**src/hw/conv_status_pkg.sv**
```systemverilog
// Shared constants for the converter completion status block.
// Assumes a single pclk domain at 50 MHz and an APB slave with 32-bit data.
package conv_status_pkg;

  // ==========================================================================
  // Register offsets (byte addresses)
  localparam logic [7:0] OFF_CONTROL = 8'h00;
  localparam logic [7:0] OFF_DELAY = 8'h04;
  localparam logic [7:0] OFF_STATUS = 8'h08;
  localparam logic [7:0] OFF_SINGLE_MASK = 8'h0C;
  localparam logic [7:0] OFF_PERIODIC_MASK = 8'h10;
  localparam logic [7:0] OFF_IRQ_MASK = 8'h40;

  // ==========================================================================
  // Field positions of the control register
  localparam int BIT_ACTIVATE = 0;
  localparam int BIT_START_SINGLE = 1;
  localparam int BIT_START_PERIODIC = 2;
  localparam int BIT_PERIODIC_DONE = 6;
  localparam int BIT_SINGLE_DONE = 7;

  // Field layout of the status register
  localparam int BIT_STAT_BUSY = 8;
  localparam int BIT_STAT_KIND = 9;

  // ==========================================================================
  // Sizes and reset values
  localparam int NUM_CHAN = 12;
  localparam int CHAN_W = 4;
  localparam int DELAY_W = 16;
  localparam logic [NUM_CHAN-1:0] MASK_RST = 12'h000;
  localparam logic [DELAY_W-1:0] DELAY_RST = 16'h0000;
  localparam logic [7:0] IRQ_MASK_RST = 8'h00;

  // ==========================================================================
  // Timing: one channel conversion
  localparam int CONV_TIME_NS = 500;
  localparam int CLK_PERIOD_NS = 20;
  localparam int CONV_CYCLES_I = (CONV_TIME_NS + CLK_PERIOD_NS - 1) / CLK_PERIOD_NS;
  localparam logic [7:0] CONV_CYCLES = 8'(CONV_CYCLES_I);

endpackage

```
**src/hw/scan_if.sv**
```systemverilog
// Carries one conversion cycle request and its completion between control and scanner.
// Assumes both ends run on the same pclk.
`timescale 1ns/1ps
interface scan_if;
  logic start;
  logic kind_periodic;
  logic [11:0] mask;
  logic busy;
  logic [3:0] chan;
  logic done;
  logic done_periodic;

  modport ctrl
  (
    output start,
    output kind_periodic,
    output mask,
    input busy,
    input chan,
    input done,
    input done_periodic
  );

  modport scan
  (
    input start,
    input kind_periodic,
    input mask,
    output busy,
    output chan,
    output done,
    output done_periodic
  );
endinterface

```
**src/hw/conv_status_top.sv**
```systemverilog
// Converter control register with one-shot and periodic completion flags.
// Assumes an APB master on pclk; one wait state per transfer.
//
// Function
// Set one-shot done flag, bit 7, when all enabled one-shot channels finish.
// Writing one to the one-shot done flag clears it.
// Set periodic done flag, bit 6, when all enabled periodic channels finish.
// Writing zero to either done flag leaves it unchanged.
// Each set done flag can raise the interrupt request.
// Repeated completions just keep the flag set; one clear write suffices.
// Hardware never clears a done flag itself, not even on a new cycle.
// Both done flags are zero under system reset.
// Every cycle scans enabled channels from lowest to highest number.
// While periodic mode is on, cycles restart at the repeat delay interval.
// Bits 31 to 8 and bit 5 read zero; writes to them do nothing.
//
// The APB interface to the registers was chosen for this implementation.
`timescale 1ns/1ps
module conv_status_top
(
  input wire logic pclk,
  input wire logic presetn,
  input wire logic psel,
  input wire logic penable,
  input wire logic pwrite,
  input wire logic [7:0] paddr,
  input wire logic [31:0] pwdata,
  output logic [31:0] prdata,
  output logic pready,
  output logic pslverr,
  output logic irq,
  output logic conv_busy,
  output logic [3:0] conv_channel
);

  scan_if sc ();

  // ==========================================================================
  // Registers
  logic activate_r;
  logic start_single_r;
  logic start_periodic_r;
  logic single_done_r;
  logic periodic_done_r;
  logic single_done_nxt;
  logic periodic_done_nxt;
  logic [15:0] delay_r;
  logic [11:0] single_mask_r;
  logic [11:0] periodic_channel_mask_r;
  logic [7:0] irq_mask_r;
  logic [15:0] rpt_cnt_r;
  logic rpt_pend_r;
  logic engine_busy_r;
  logic start_r;
  logic kind_r;
  logic [31:0] prdata_r;
  logic pready_r;
  logic pslverr_r;
  logic irq_r;
  logic conv_busy_r;
  logic [3:0] conv_channel_r;

  // ==========================================================================
  // Bus decode
  wire access_ph = psel && penable;
  wire bus_wr = access_ph && pwrite && pready_r;
  wire sel_ctrl = (paddr == conv_status_pkg::OFF_CONTROL);
  wire sel_delay = (paddr == conv_status_pkg::OFF_DELAY);
  wire sel_stat = (paddr == conv_status_pkg::OFF_STATUS);
  wire sel_smask = (paddr == conv_status_pkg::OFF_SINGLE_MASK);
  wire sel_pmask = (paddr == conv_status_pkg::OFF_PERIODIC_MASK);
  wire sel_imask = (paddr == conv_status_pkg::OFF_IRQ_MASK);
  wire mapped = sel_ctrl | sel_delay | sel_stat | sel_smask | sel_pmask | sel_imask;
  wire wr_ctrl = bus_wr && sel_ctrl;
  wire wr_delay = bus_wr && sel_delay;
  wire wr_smask = bus_wr && sel_smask;
  wire wr_pmask = bus_wr && sel_pmask;
  wire wr_imask = bus_wr && sel_imask;

  // Write-one-to-clear strobes; a zero written has no effect
  wire clr_single = wr_ctrl && pwdata[conv_status_pkg::BIT_SINGLE_DONE];  // see
  wire clr_periodic = wr_ctrl && pwdata[conv_status_pkg::BIT_PERIODIC_DONE];

  // ==========================================================================
  // Completion events from the scanner
  wire set_single = sc.done && !sc.done_periodic;
  wire set_periodic = sc.done && sc.done_periodic;

  // Set wins over clear so a completion in the clearing cycle is kept
  assign single_done_nxt = set_single | (single_done_r & ~clr_single);  // see
  assign periodic_done_nxt = set_periodic | (periodic_done_r & ~clr_periodic);

  // ==========================================================================
  // Read mux, only the documented fields reach the bus
  wire [31:0] ctrl_rd = {24'h000000, single_done_r, periodic_done_r, 3'b000,
                         start_periodic_r, start_single_r, activate_r};
  wire [31:0] stat_rd = {22'h000000, kind_r, conv_busy_r, 4'h0, conv_channel_r};
  wire [31:0] rd_mux = sel_ctrl ? ctrl_rd :
                       sel_delay ? {16'h0000, delay_r} :
                       sel_stat ? stat_rd :
                       sel_smask ? {20'h00000, single_mask_r} :
                       sel_pmask ? {20'h00000, periodic_channel_mask_r} :
                       sel_imask ? {24'h000000, irq_mask_r} : 32'h00000000;

  // ==========================================================================
  // Cycle launch; one-shot goes first when both are waiting
  wire want_single = start_single_r;
  wire want_periodic = rpt_pend_r;
  wire launch = activate_r && !engine_busy_r && (want_single || want_periodic);
  wire launch_periodic = !want_single;
  wire rpt_run = start_periodic_r && activate_r;
  wire rpt_expire = rpt_run && (rpt_cnt_r == 16'h0000);

  assign sc.start = start_r;
  assign sc.kind_periodic = kind_r;
  assign sc.mask = kind_r ? periodic_channel_mask_r : single_mask_r;

  // ==========================================================================
  // APB answer, one wait state
  always_ff @(posedge pclk or negedge presetn)
  begin
    if (!presetn)
    begin
      pready_r <= 1'b0;
      pslverr_r <= 1'b0;
      prdata_r <= 32'h00000000;
    end
    else
    begin
      pready_r <= access_ph && !pready_r;
      pslverr_r <= access_ph && !pready_r && !mapped;
      prdata_r <= (access_ph && !pready_r && !pwrite) ? rd_mux : 32'h00000000;
    end
  end

  // ==========================================================================
  // Completion flags
  always_ff @(posedge pclk or negedge presetn)
  begin
    if (!presetn)
    begin
      single_done_r <= 1'b0;
      periodic_done_r <= 1'b0;
    end
    else
    begin
      single_done_r <= single_done_nxt;
      periodic_done_r <= periodic_done_nxt;
    end
  end

  // ==========================================================================
  // Control and configuration
  always_ff @(posedge pclk or negedge presetn)
  begin
    if (!presetn)
    begin
      activate_r <= 1'b0;
      start_periodic_r <= 1'b0;
      delay_r <= conv_status_pkg::DELAY_RST;
      single_mask_r <= conv_status_pkg::MASK_RST;
      periodic_channel_mask_r <= conv_status_pkg::MASK_RST;
      irq_mask_r <= conv_status_pkg::IRQ_MASK_RST;
    end
    else
    begin
      if (wr_ctrl)
      begin
        activate_r <= pwdata[conv_status_pkg::BIT_ACTIVATE];
        start_periodic_r <= pwdata[conv_status_pkg::BIT_START_PERIODIC];
      end
      if (wr_delay)
        delay_r <= pwdata[15:0];
      if (wr_smask)
        single_mask_r <= pwdata[11:0];
      if (wr_pmask)
        periodic_channel_mask_r <= pwdata[11:0];
      if (wr_imask)
        irq_mask_r <= pwdata[7:0];
    end
  end

  // ==========================================================================
  // One-shot request bit, self-clearing when its cycle is launched
  always_ff @(posedge pclk or negedge presetn)
  begin
    if (!presetn)
      start_single_r <= 1'b0;
    else if (wr_ctrl && pwdata[conv_status_pkg::BIT_START_SINGLE])
      start_single_r <= 1'b1;
    else if (launch && !launch_periodic)
      start_single_r <= 1'b0;
  end

  // ==========================================================================
  // Repeat timer; turning periodic mode off reloads it from delay_r and clears any pending cycle
  always_ff @(posedge pclk or negedge presetn)
  begin
    if (!presetn)
    begin
      rpt_cnt_r <= conv_status_pkg::DELAY_RST;
      rpt_pend_r <= 1'b0;
    end
    else if (!rpt_run)
    begin
      rpt_cnt_r <= delay_r;
      rpt_pend_r <= 1'b0;
    end
    else
    begin
      rpt_cnt_r <= rpt_expire ? delay_r : rpt_cnt_r - 16'h0001;
      if (rpt_expire)
        rpt_pend_r <= 1'b1;
      else if (launch && launch_periodic)
        rpt_pend_r <= 1'b0;
    end
  end

  // ==========================================================================
  // Engine handshake: busy from launch until the scanner reports done
  always_ff @(posedge pclk or negedge presetn)
  begin
    if (!presetn)
    begin
      start_r <= 1'b0;
      kind_r <= 1'b0;
      engine_busy_r <= 1'b0;
    end
    else
    begin
      start_r <= launch;
      if (launch)
        kind_r <= launch_periodic;
      if (launch)
        engine_busy_r <= 1'b1;
      else if (sc.done)
        engine_busy_r <= 1'b0;
    end
  end

  // ==========================================================================
  // Interrupt and observation outputs, registered
  always_ff @(posedge pclk or negedge presetn)
  begin
    if (!presetn)
    begin
      irq_r <= 1'b0;
      conv_busy_r <= 1'b0;
      conv_channel_r <= 4'h0;
    end
    else
    begin
      // Level output, changes at the same edge as the flags
      irq_r <= |({single_done_nxt, periodic_done_nxt} & irq_mask_r[7:6]);
      conv_busy_r <= engine_busy_r;
      conv_channel_r <= sc.chan;
    end
  end

  chan_scanner i_chan_scanner
  (
    .pclk(pclk),
    .presetn(presetn),
    .bus(sc.scan)
  );

  assign prdata = prdata_r;
  assign pready = pready_r;
  assign pslverr = pslverr_r;
  assign irq = irq_r;
  assign conv_busy = conv_busy_r;
  assign conv_channel = conv_channel_r;

endmodule

```
**src/hw/chan_scanner.sv**
```systemverilog
// Walks the enabled channels of one conversion cycle, lowest to highest.
// Assumes start is a one-cycle pulse given only while the scanner is idle.
`timescale 1ns/1ps
module chan_scanner
(
  input wire logic pclk,
  input wire logic presetn,
  scan_if.scan bus
);

  typedef enum logic [1:0]
  {
    S_IDLE = 2'b01,
    S_CONV = 2'b10
  } scan_state_e;

  scan_state_e state_r;
  logic [11:0] mask_r;
  logic [3:0] chan_r;
  logic [7:0] cnt_r;
  logic kind_r;
  logic done_r;
  logic [11:0] cand;
  logic [11:0] lowest;
  logic [3:0] acc [0:12];
  logic any_cand;
  logic [3:0] next_chan;
  logic conv_end;

  // ==========================================================================
  // Next enabled channel above the current one
  assign acc[0] = 4'h0;
  genvar i;
  generate
    for (i = 0; i < conv_status_pkg::NUM_CHAN; i++)
    begin : g_chan
      assign cand[i] = (state_r == S_IDLE) ? bus.mask[i] : (mask_r[i] && (4'(i) > chan_r));
      assign acc[i+1] = acc[i] | (lowest[i] ? 4'(i) : 4'h0);
    end
  endgenerate
  assign lowest = cand & (~cand + 12'h001);
  assign any_cand = |cand;
  assign next_chan = acc[12];
  assign conv_end = (state_r == S_CONV) && (cnt_r == 8'h00);

  // ==========================================================================
  // Sequencer
  always_ff @(posedge pclk or negedge presetn)
  begin
    if (!presetn)
    begin
      state_r <= S_IDLE;
      mask_r <= 12'h000;
      chan_r <= 4'h0;
      cnt_r <= 8'h00;
      kind_r <= 1'b0;
      done_r <= 1'b0;
    end
    else
    begin
      done_r <= 1'b0;
      unique case (state_r)
        S_IDLE:
        begin
          if (bus.start)
          begin
            mask_r <= bus.mask;
            kind_r <= bus.kind_periodic;
            chan_r <= next_chan;
            cnt_r <= conv_status_pkg::CONV_CYCLES - 8'h01;
            // Empty mask still completes, so the flag is set at once
            if (any_cand)
              state_r <= S_CONV;
            else
              done_r <= 1'b1;
          end
        end
        S_CONV:
        begin
          if (conv_end && any_cand)
          begin
            chan_r <= next_chan;
            cnt_r <= conv_status_pkg::CONV_CYCLES - 8'h01;
          end
          else if (conv_end)
          begin
            state_r <= S_IDLE;
            done_r <= 1'b1;
          end
          else
            cnt_r <= cnt_r - 8'h01;
        end
      endcase
    end
  end

  assign bus.busy = state_r[1];
  assign bus.chan = chan_r;
  assign bus.done = done_r;
  assign bus.done_periodic = kind_r;

endmodule

```
**config.mk**
```make
export PLATFORM = sky130hd
export DESIGN_NAME = conv_status_top
export DESIGN_NICKNAME = d
export VERILOG_FILES = /design/src/hw/conv_status_pkg.sv /design/src/hw/scan_if.sv /design/src/hw/conv_status_top.sv /design/src/hw/chan_scanner.sv
export SDC_FILE = /design/constraint.sdc
export NUM_CORES = 1
export LEC_CHECK = 0
export BUFFER_PORTS_ARGS = -buffer_cell sky130_fd_sc_hd__buf_4
export CORE_MARGIN = 4
export CORE_UTILIZATION = 35
export CTS_CLUSTER_DIAMETER = 30
export DETAILED_ROUTE_END_ITERATION = 7
export HOLD_SLACK_MARGIN = 0.05
export SETUP_SLACK_MARGIN = 0.15
export SKIP_CTS_REPAIR_TIMING = 1
export SLEW_MARGIN = 20
export SYNTH_ARGS = -nofsm -noshare
export SYNTH_HDL_FRONTEND = slang
export SYNTH_SLANG_ARGS = --single-unit
```
**constraint.sdc**
```tcl
create_clock -name pclk -period 3 [get_ports pclk]
set_clock_uncertainty 0.2 [all_clocks]
set_input_delay 0.3 -clock pclk [delete_from_list [all_inputs] [get_ports pclk]]
set_output_delay 0.3 -clock pclk [all_outputs]
set_load 0.005 [all_outputs]
```
======== Word level (Yosys, flattened, before mapping) ========
Cells that the tools add are included.
storage, ports and cells
  output and inout bits ................... 40
  register bits ........................... 125
  bits in latches ......................... 0
  bits of input ports ..................... 45
  bits in writable memories ............... 0
  bits in read-only memories .............. 0
  memories ................................ 0
  word-level logic and storage cells ...... 190
cells by class
  shift-type cells ........................ 0
  mux-type cells .......................... 57
  bitwise operators ....................... 24
  divide/modulo/power cells ............... 0
  equal/unequal tests ..................... 14
  multiply operators ...................... 0
  magnitude comparators ................... 12
  $add $sub $neg .......................... 3
  reductions and logical operators ........ 54
operators with widths
  kind                     number
  $mux W16                 5
  $mux W12                 4
  $or A4 B4 Y4             10
  $logic_and A1 B1 Y1      36
  $mux W8                  4
  $mux W1                  24
  $mux W4                  6
  $eq A8 B4 Y1 const B     2
  $gt A3 B4 Y1 const A     4
  $gt A4 B4 Y1 const A     4
  $logic_not A16 Y1        1
  $logic_not A8 Y1         2
  $pmux W8 S2              1
  $sub A16 B1 Y16 const B  1
  $add A12 B1 Y12 const B  1
  $and A12 B12 Y12         1
  $mux W2                  6
  $mux W3                  4
  $not A12 Y12             1
  $reduce_or A12 Y1        1
  $eq A8 B3 Y1 const B     1
  $eq A8 B5 Y1 const B     1
  $eq A8 B7 Y1 const B     1
  $gt A1 B4 Y1 const A     2
  21 further kinds         41

======== Depth between registers and ports, before layout ========
  word-level depth ........................ 19
  depth in mapped cells ................... 9
  mapped depth without buffers ............ 9

======== Cells and area by module ========
Synthesis repeated with hierarchy kept, for this count alone.
second synthesis, totals
  cell total of the unflattened synthesis .. 571
  area, all modules ....................... 6312.3 sq um
modules (own cells, without submodules)
  module           area an instance (sq um)  cells each  times used  seq. area each (sq um)
  conv_status_top  4614.4                    400         1           2427.3
  chan_scanner     1697.9                    171         1           676.9

======== Worst setup path after synthesis ========
OpenSTA, ideal clock, no wires.
  path kind ............................... register to register
  start point ............................. register i_chan_scanner.cnt_r[0]
  end point ............................... register i_chan_scanner.chan_r[1] (netlist: i_chan_scanner.bus.chan[1])
  path buffers ............................ 0
  cell stages (with the launch flop) ...... 10
  setup slack ............................. 0.248 ns
  library setup time ...................... 0.125 ns
  required time ........................... 2.675 ns
  clock period less this slack ............ 2.752 ns
  data arrival time ....................... 2.427 ns
  cells stage by stage .................... dfrtp_1 -> inv_1 -> ha_1 -> or3b_2 -> or4_1 -> nor2_1 -> nor2_1 -> a31oi_4 -> o221ai_4 -> mux2_4
on the way
  longest elaborated chain between the ends .. 5
ends and longest elaborated chain
  item                                RTL line            text
  start, declared                     chan_scanner.sv:20  logic [7:0] cnt_r;
  start signal, assigned              chan_scanner.sv:70  cnt_r <= conv_status_pkg::CONV_CYCLES - 8'h01;
  start signal, assigned              chan_scanner.sv:83  cnt_r <= conv_status_pkg::CONV_CYCLES - 8'h01;
  start signal, assigned              chan_scanner.sv:91  cnt_r <= cnt_r - 8'h01;
  $logic_not A8 Y1                    chan_scanner.sv:44  assign conv_end = (state_r == S_CONV) && (cnt_r == 8'h00);
  $logic_and A1 B1 Y1                 chan_scanner.sv:44
  $logic_and A1 B1 Y1                 chan_scanner.sv:80  if (conv_end && any_cand)
  $ne A2 B2 Y1 (no source line)       -
  $reduce_and A2 Y1 (no source line)  -
  end signal, assigned                chan_scanner.sv:69  chan_r <= next_chan;
  end signal, assigned                chan_scanner.sv:82  chan_r <= next_chan;
  end, declared                       chan_scanner.sv:19  logic [3:0] chan_r;
No other way between the ends.
A chain may end at the register's enable or synchronous reset.

======== Worst setup path after layout ========
  start point ............................. register i_chan_scanner.cnt_r[1]
  end point ............................... register i_chan_scanner.chan_r[3] (netlist: i_chan_scanner.bus.chan[3])
The elaborated chain is that of the path after synthesis.

==> metrics <==
Slew headroom=49.08%; WP data required=3100 ps; Hold Path Stages=3; Synth Instances=547; IO Port Bufs=52; Final setup viols=0; largest family of logic cells by synthesized area=simple AND/OR/NAND/NOR gates; CP peak stage delay=450 ps; DR top layer=met4; Clk pin slew, worst setup/hold paths=50 ps; endpoints failing hold=0; Final HPWL DP=10,630 um; VDD IR max=0.3911 mV; HP Class=in2reg; crit end category=flip-flop; area leader, netlist=dfrtp_1; I/O pin count=85; worst r2r dst=i_chan_scanner.bus.chan[3]; clock period minus worst slack=2804 ps; CP arrival=2900 ps; Total GRT Usage=15.54%; area grow syn2layout=26.09%; most frequent cells in the layout=dfrtp_1, buf_4, nor2_1; first-pass GRT wire length=23,850 um; DR iter-0 viols=266; clk sinks=124; reg2reg path depth=9; XOR/XNOR Fraction of Synth Area=2.065%; Unique masters post-synth=62; asr flop ratio synth=100.0%; die width=138.3 um; setup ws final=196.2 ps; RD Place Congestion=0.8180; Hold Path End=pslverr; vias in the first global route=4,476; simple-gate area share of the yosys netlist=15.36%; DP Worst Slack=46.14 ps; Pleak=3.561 nW; Worst Path Class, Setup=reg2reg; R2R Setup Slk=200 ps; Worst-Margin Slew=756.9 ps; Vias/cell=5.123; initial antenna violation count=0; Fmax=356.7 MHz; fraction of the mapped netlist area in adder cells=0.4214%; commonest non-fill, non-tap cell in the layout=dfrtp_1; HP Start=paddr[7]; Yosys top cell area share=51.83%; syn avg cell area=10.86 sq um; status=complete, no violations; number of buffers created by CTS=17; Tcrit/Tclk final=93.46%; CTS tree=yes; Initial Util=35.81%; Seq/Total Area, Yosys=52.28%; critical path, cell by cell=inv_2 > ha_2 > or3b_4 > or4_4 > nor2_4 > nor2_2 > a31oi_4 > o221ai_4 > mux2_4; main area contributors after synthesis=dfrtp_1, mux2_2, nor2_1; synthesized flop and latch total=124; largest fanout on the critical path=4; # rows=47; Max Slew Vio Count=0; MaxCap Viol Count=0; Worst Setup Start Kind=flip-flop; largest net degree at the start of global routing=77; Nets=686; Antenna diodes=0; DR WL met2=7295 um; Power Density=530.4 nW/um^2; layout cells sized above 1=29.28%; met3 routed WL=635 um; setup_tns=0 ps; ys flop type=dfrtp_1; Post-Route WL=14,720 um; drt drc=0; synthesis warning total=0; CTS max path bufs=2; remaining global-route overflow=0; Clock H-tree levels=4; r2r startpoint=i_chan_scanner.cnt_r[1]; Worst-Skew Late Latency=420 ps; post-route ant nets=0; total core area=16,580 sq um; Compound-Gate Fraction of Synth Area=11.76%; Root Buffer=clkbuf_16; Crit-path slowest cell=or4_4; via count=4,452; RSZ-0062 raised after global routing=yes; mux cell area share after synthesis=13.65%; Chip Height=138.3 um; M1 WL=6577 um; synthesized area=5938 sq um; routed len/inst=16.94 um; router iterations before antenna repair=5; Die Area=19,110 sq um; EDFF count, synth=0
==> area by class of cell <==
type	count	area, sq um
clock buffers	22	474.2
clock inverters	7	138.9
fillers	1508	9096
inverters	8	30.03
multi-input cells	392	2675
flip-flops and latches	124	3105
well taps	220	275.3
repair buffers	96	788.3
==> per-stage QoR <==
step	power [mW]	util (%)	std cells	hold slack [ps]	cell area, sq um
6_report	3.971	45.15	869	93.66	7487
4_1_cts	4.003	43.63	848	-273.7	7236
2_1_floorplan	1.764	-	562	-195.6	5995
5_1_grt	4.115	45.15	869	80.25	7487
3_5_place_dp	1.843	39.94	819	172.5	6623
3_3_place_gp	1.840	39.94	819	161.7	6623
==> Yosys cell counts, types with 3 or more instances <==
library cell    n
dfrtp_1       123
nor2_1         60
mux2_2         56
nand2_1        50
a21oi_1        32
o21ai_0        24
buf_4          17
clkbuf_1       15
mux2i_1        12
nor2b_1        12
nor3_1         11
a22oi_1         9
a31oi_1         8
inv_1           8
xnor2_1         7
xor2_1          7
and2_1          5
nand2b_1        5
nand3_1         5
nor4_1          5
o22ai_1         5
a221oi_1        4
and3_1          4
mux2_4          4
o31ai_1         4
a22o_1          3
buf_6           3
nand4b_1        3
o211ai_1        3
==> report_power, final <==
part / leakage [nW] / internal [mW] / total (mW) / switching, mW
Combinational: 1.54 / 0.0624 / 0.151 / 0.0883
Sequential: 1.72 / 1.68 / 1.68 / 0.00373
Clock: 0.302 / 1.44 / 2.14 / 0.698
Total: 3.56 / 3.18 / 3.97 / 0.790
==> sequential cells by signal, summed over array words and instances (netlist names), 2 cells and up <==
| signal | flops |
|---|---|
| conv_channel | 4 |
| i_chan_scanner.state_r | 2 |
| periodic_channel_mask_r | 12 |
| i_chan_scanner.bus.chan | 4 |
| delay_r | 16 |
| single_mask_r | 12 |
| i_chan_scanner.cnt_r | 8 |
| irq_mask_r | 8 |
| prdata | 16 |
| i_chan_scanner.mask_r | 11 |
| rpt_cnt_r | 16 |
==> metal layers <==
metal / up-vias / global-route usage, %
met5: - / 0
met4: 0 / 4.732
met3: 19 / 4.385
met1: 2211 / 20.13
met2: 123 / 25.44
li1: 2099 / -
==> critical path, delay by kind of cell, from the launching register on <==
family | cells | cell delay, ps
flops | 1 | 400
compound gates | 2 | 430
fa+ha+maj | 1 | 180
mux | 1 | 330
buf+inv | 1 | 70
simple gates | 4 | 1080
==> how the worst max path moves through the flow <==
stage | start | end | slack, ps | depth (start not counted)
after global routing | i_chan_scanner.cnt_r[0] | i_chan_scanner.bus.chan[2] | 120 | 9
after CTS | i_chan_scanner.cnt_r[0] | i_chan_scanner.bus.chan[0] | 20 | 9
final | i_chan_scanner.cnt_r[1] | i_chan_scanner.bus.chan[3] | 200 | 9
after detailed placement | i_chan_scanner.cnt_r[0] | i_chan_scanner.bus.chan[0] | 50 | 9
after floorplan | i_chan_scanner.cnt_r[0] | i_chan_scanner.bus.chan[1] | 250 | 9
after global placement | i_chan_scanner.cnt_r[0] | i_chan_scanner.bus.chan[0] | 110 | 9
==> logic make-up (layout without fill, tap and decap cells) <==
logic type	count (synthesis)	after routing
buffers and inverters	46	133
flip-flops	124	124
other	1	16
adder cells (fa/ha/maj)	2	2
AND/OR/NAND/NOR	181	181
XOR/XNOR	14	14
multiplexers	72	72
AO/OA/AOI/OAI	107	107
Note: power is estimated with default switching activity, not from simulation.
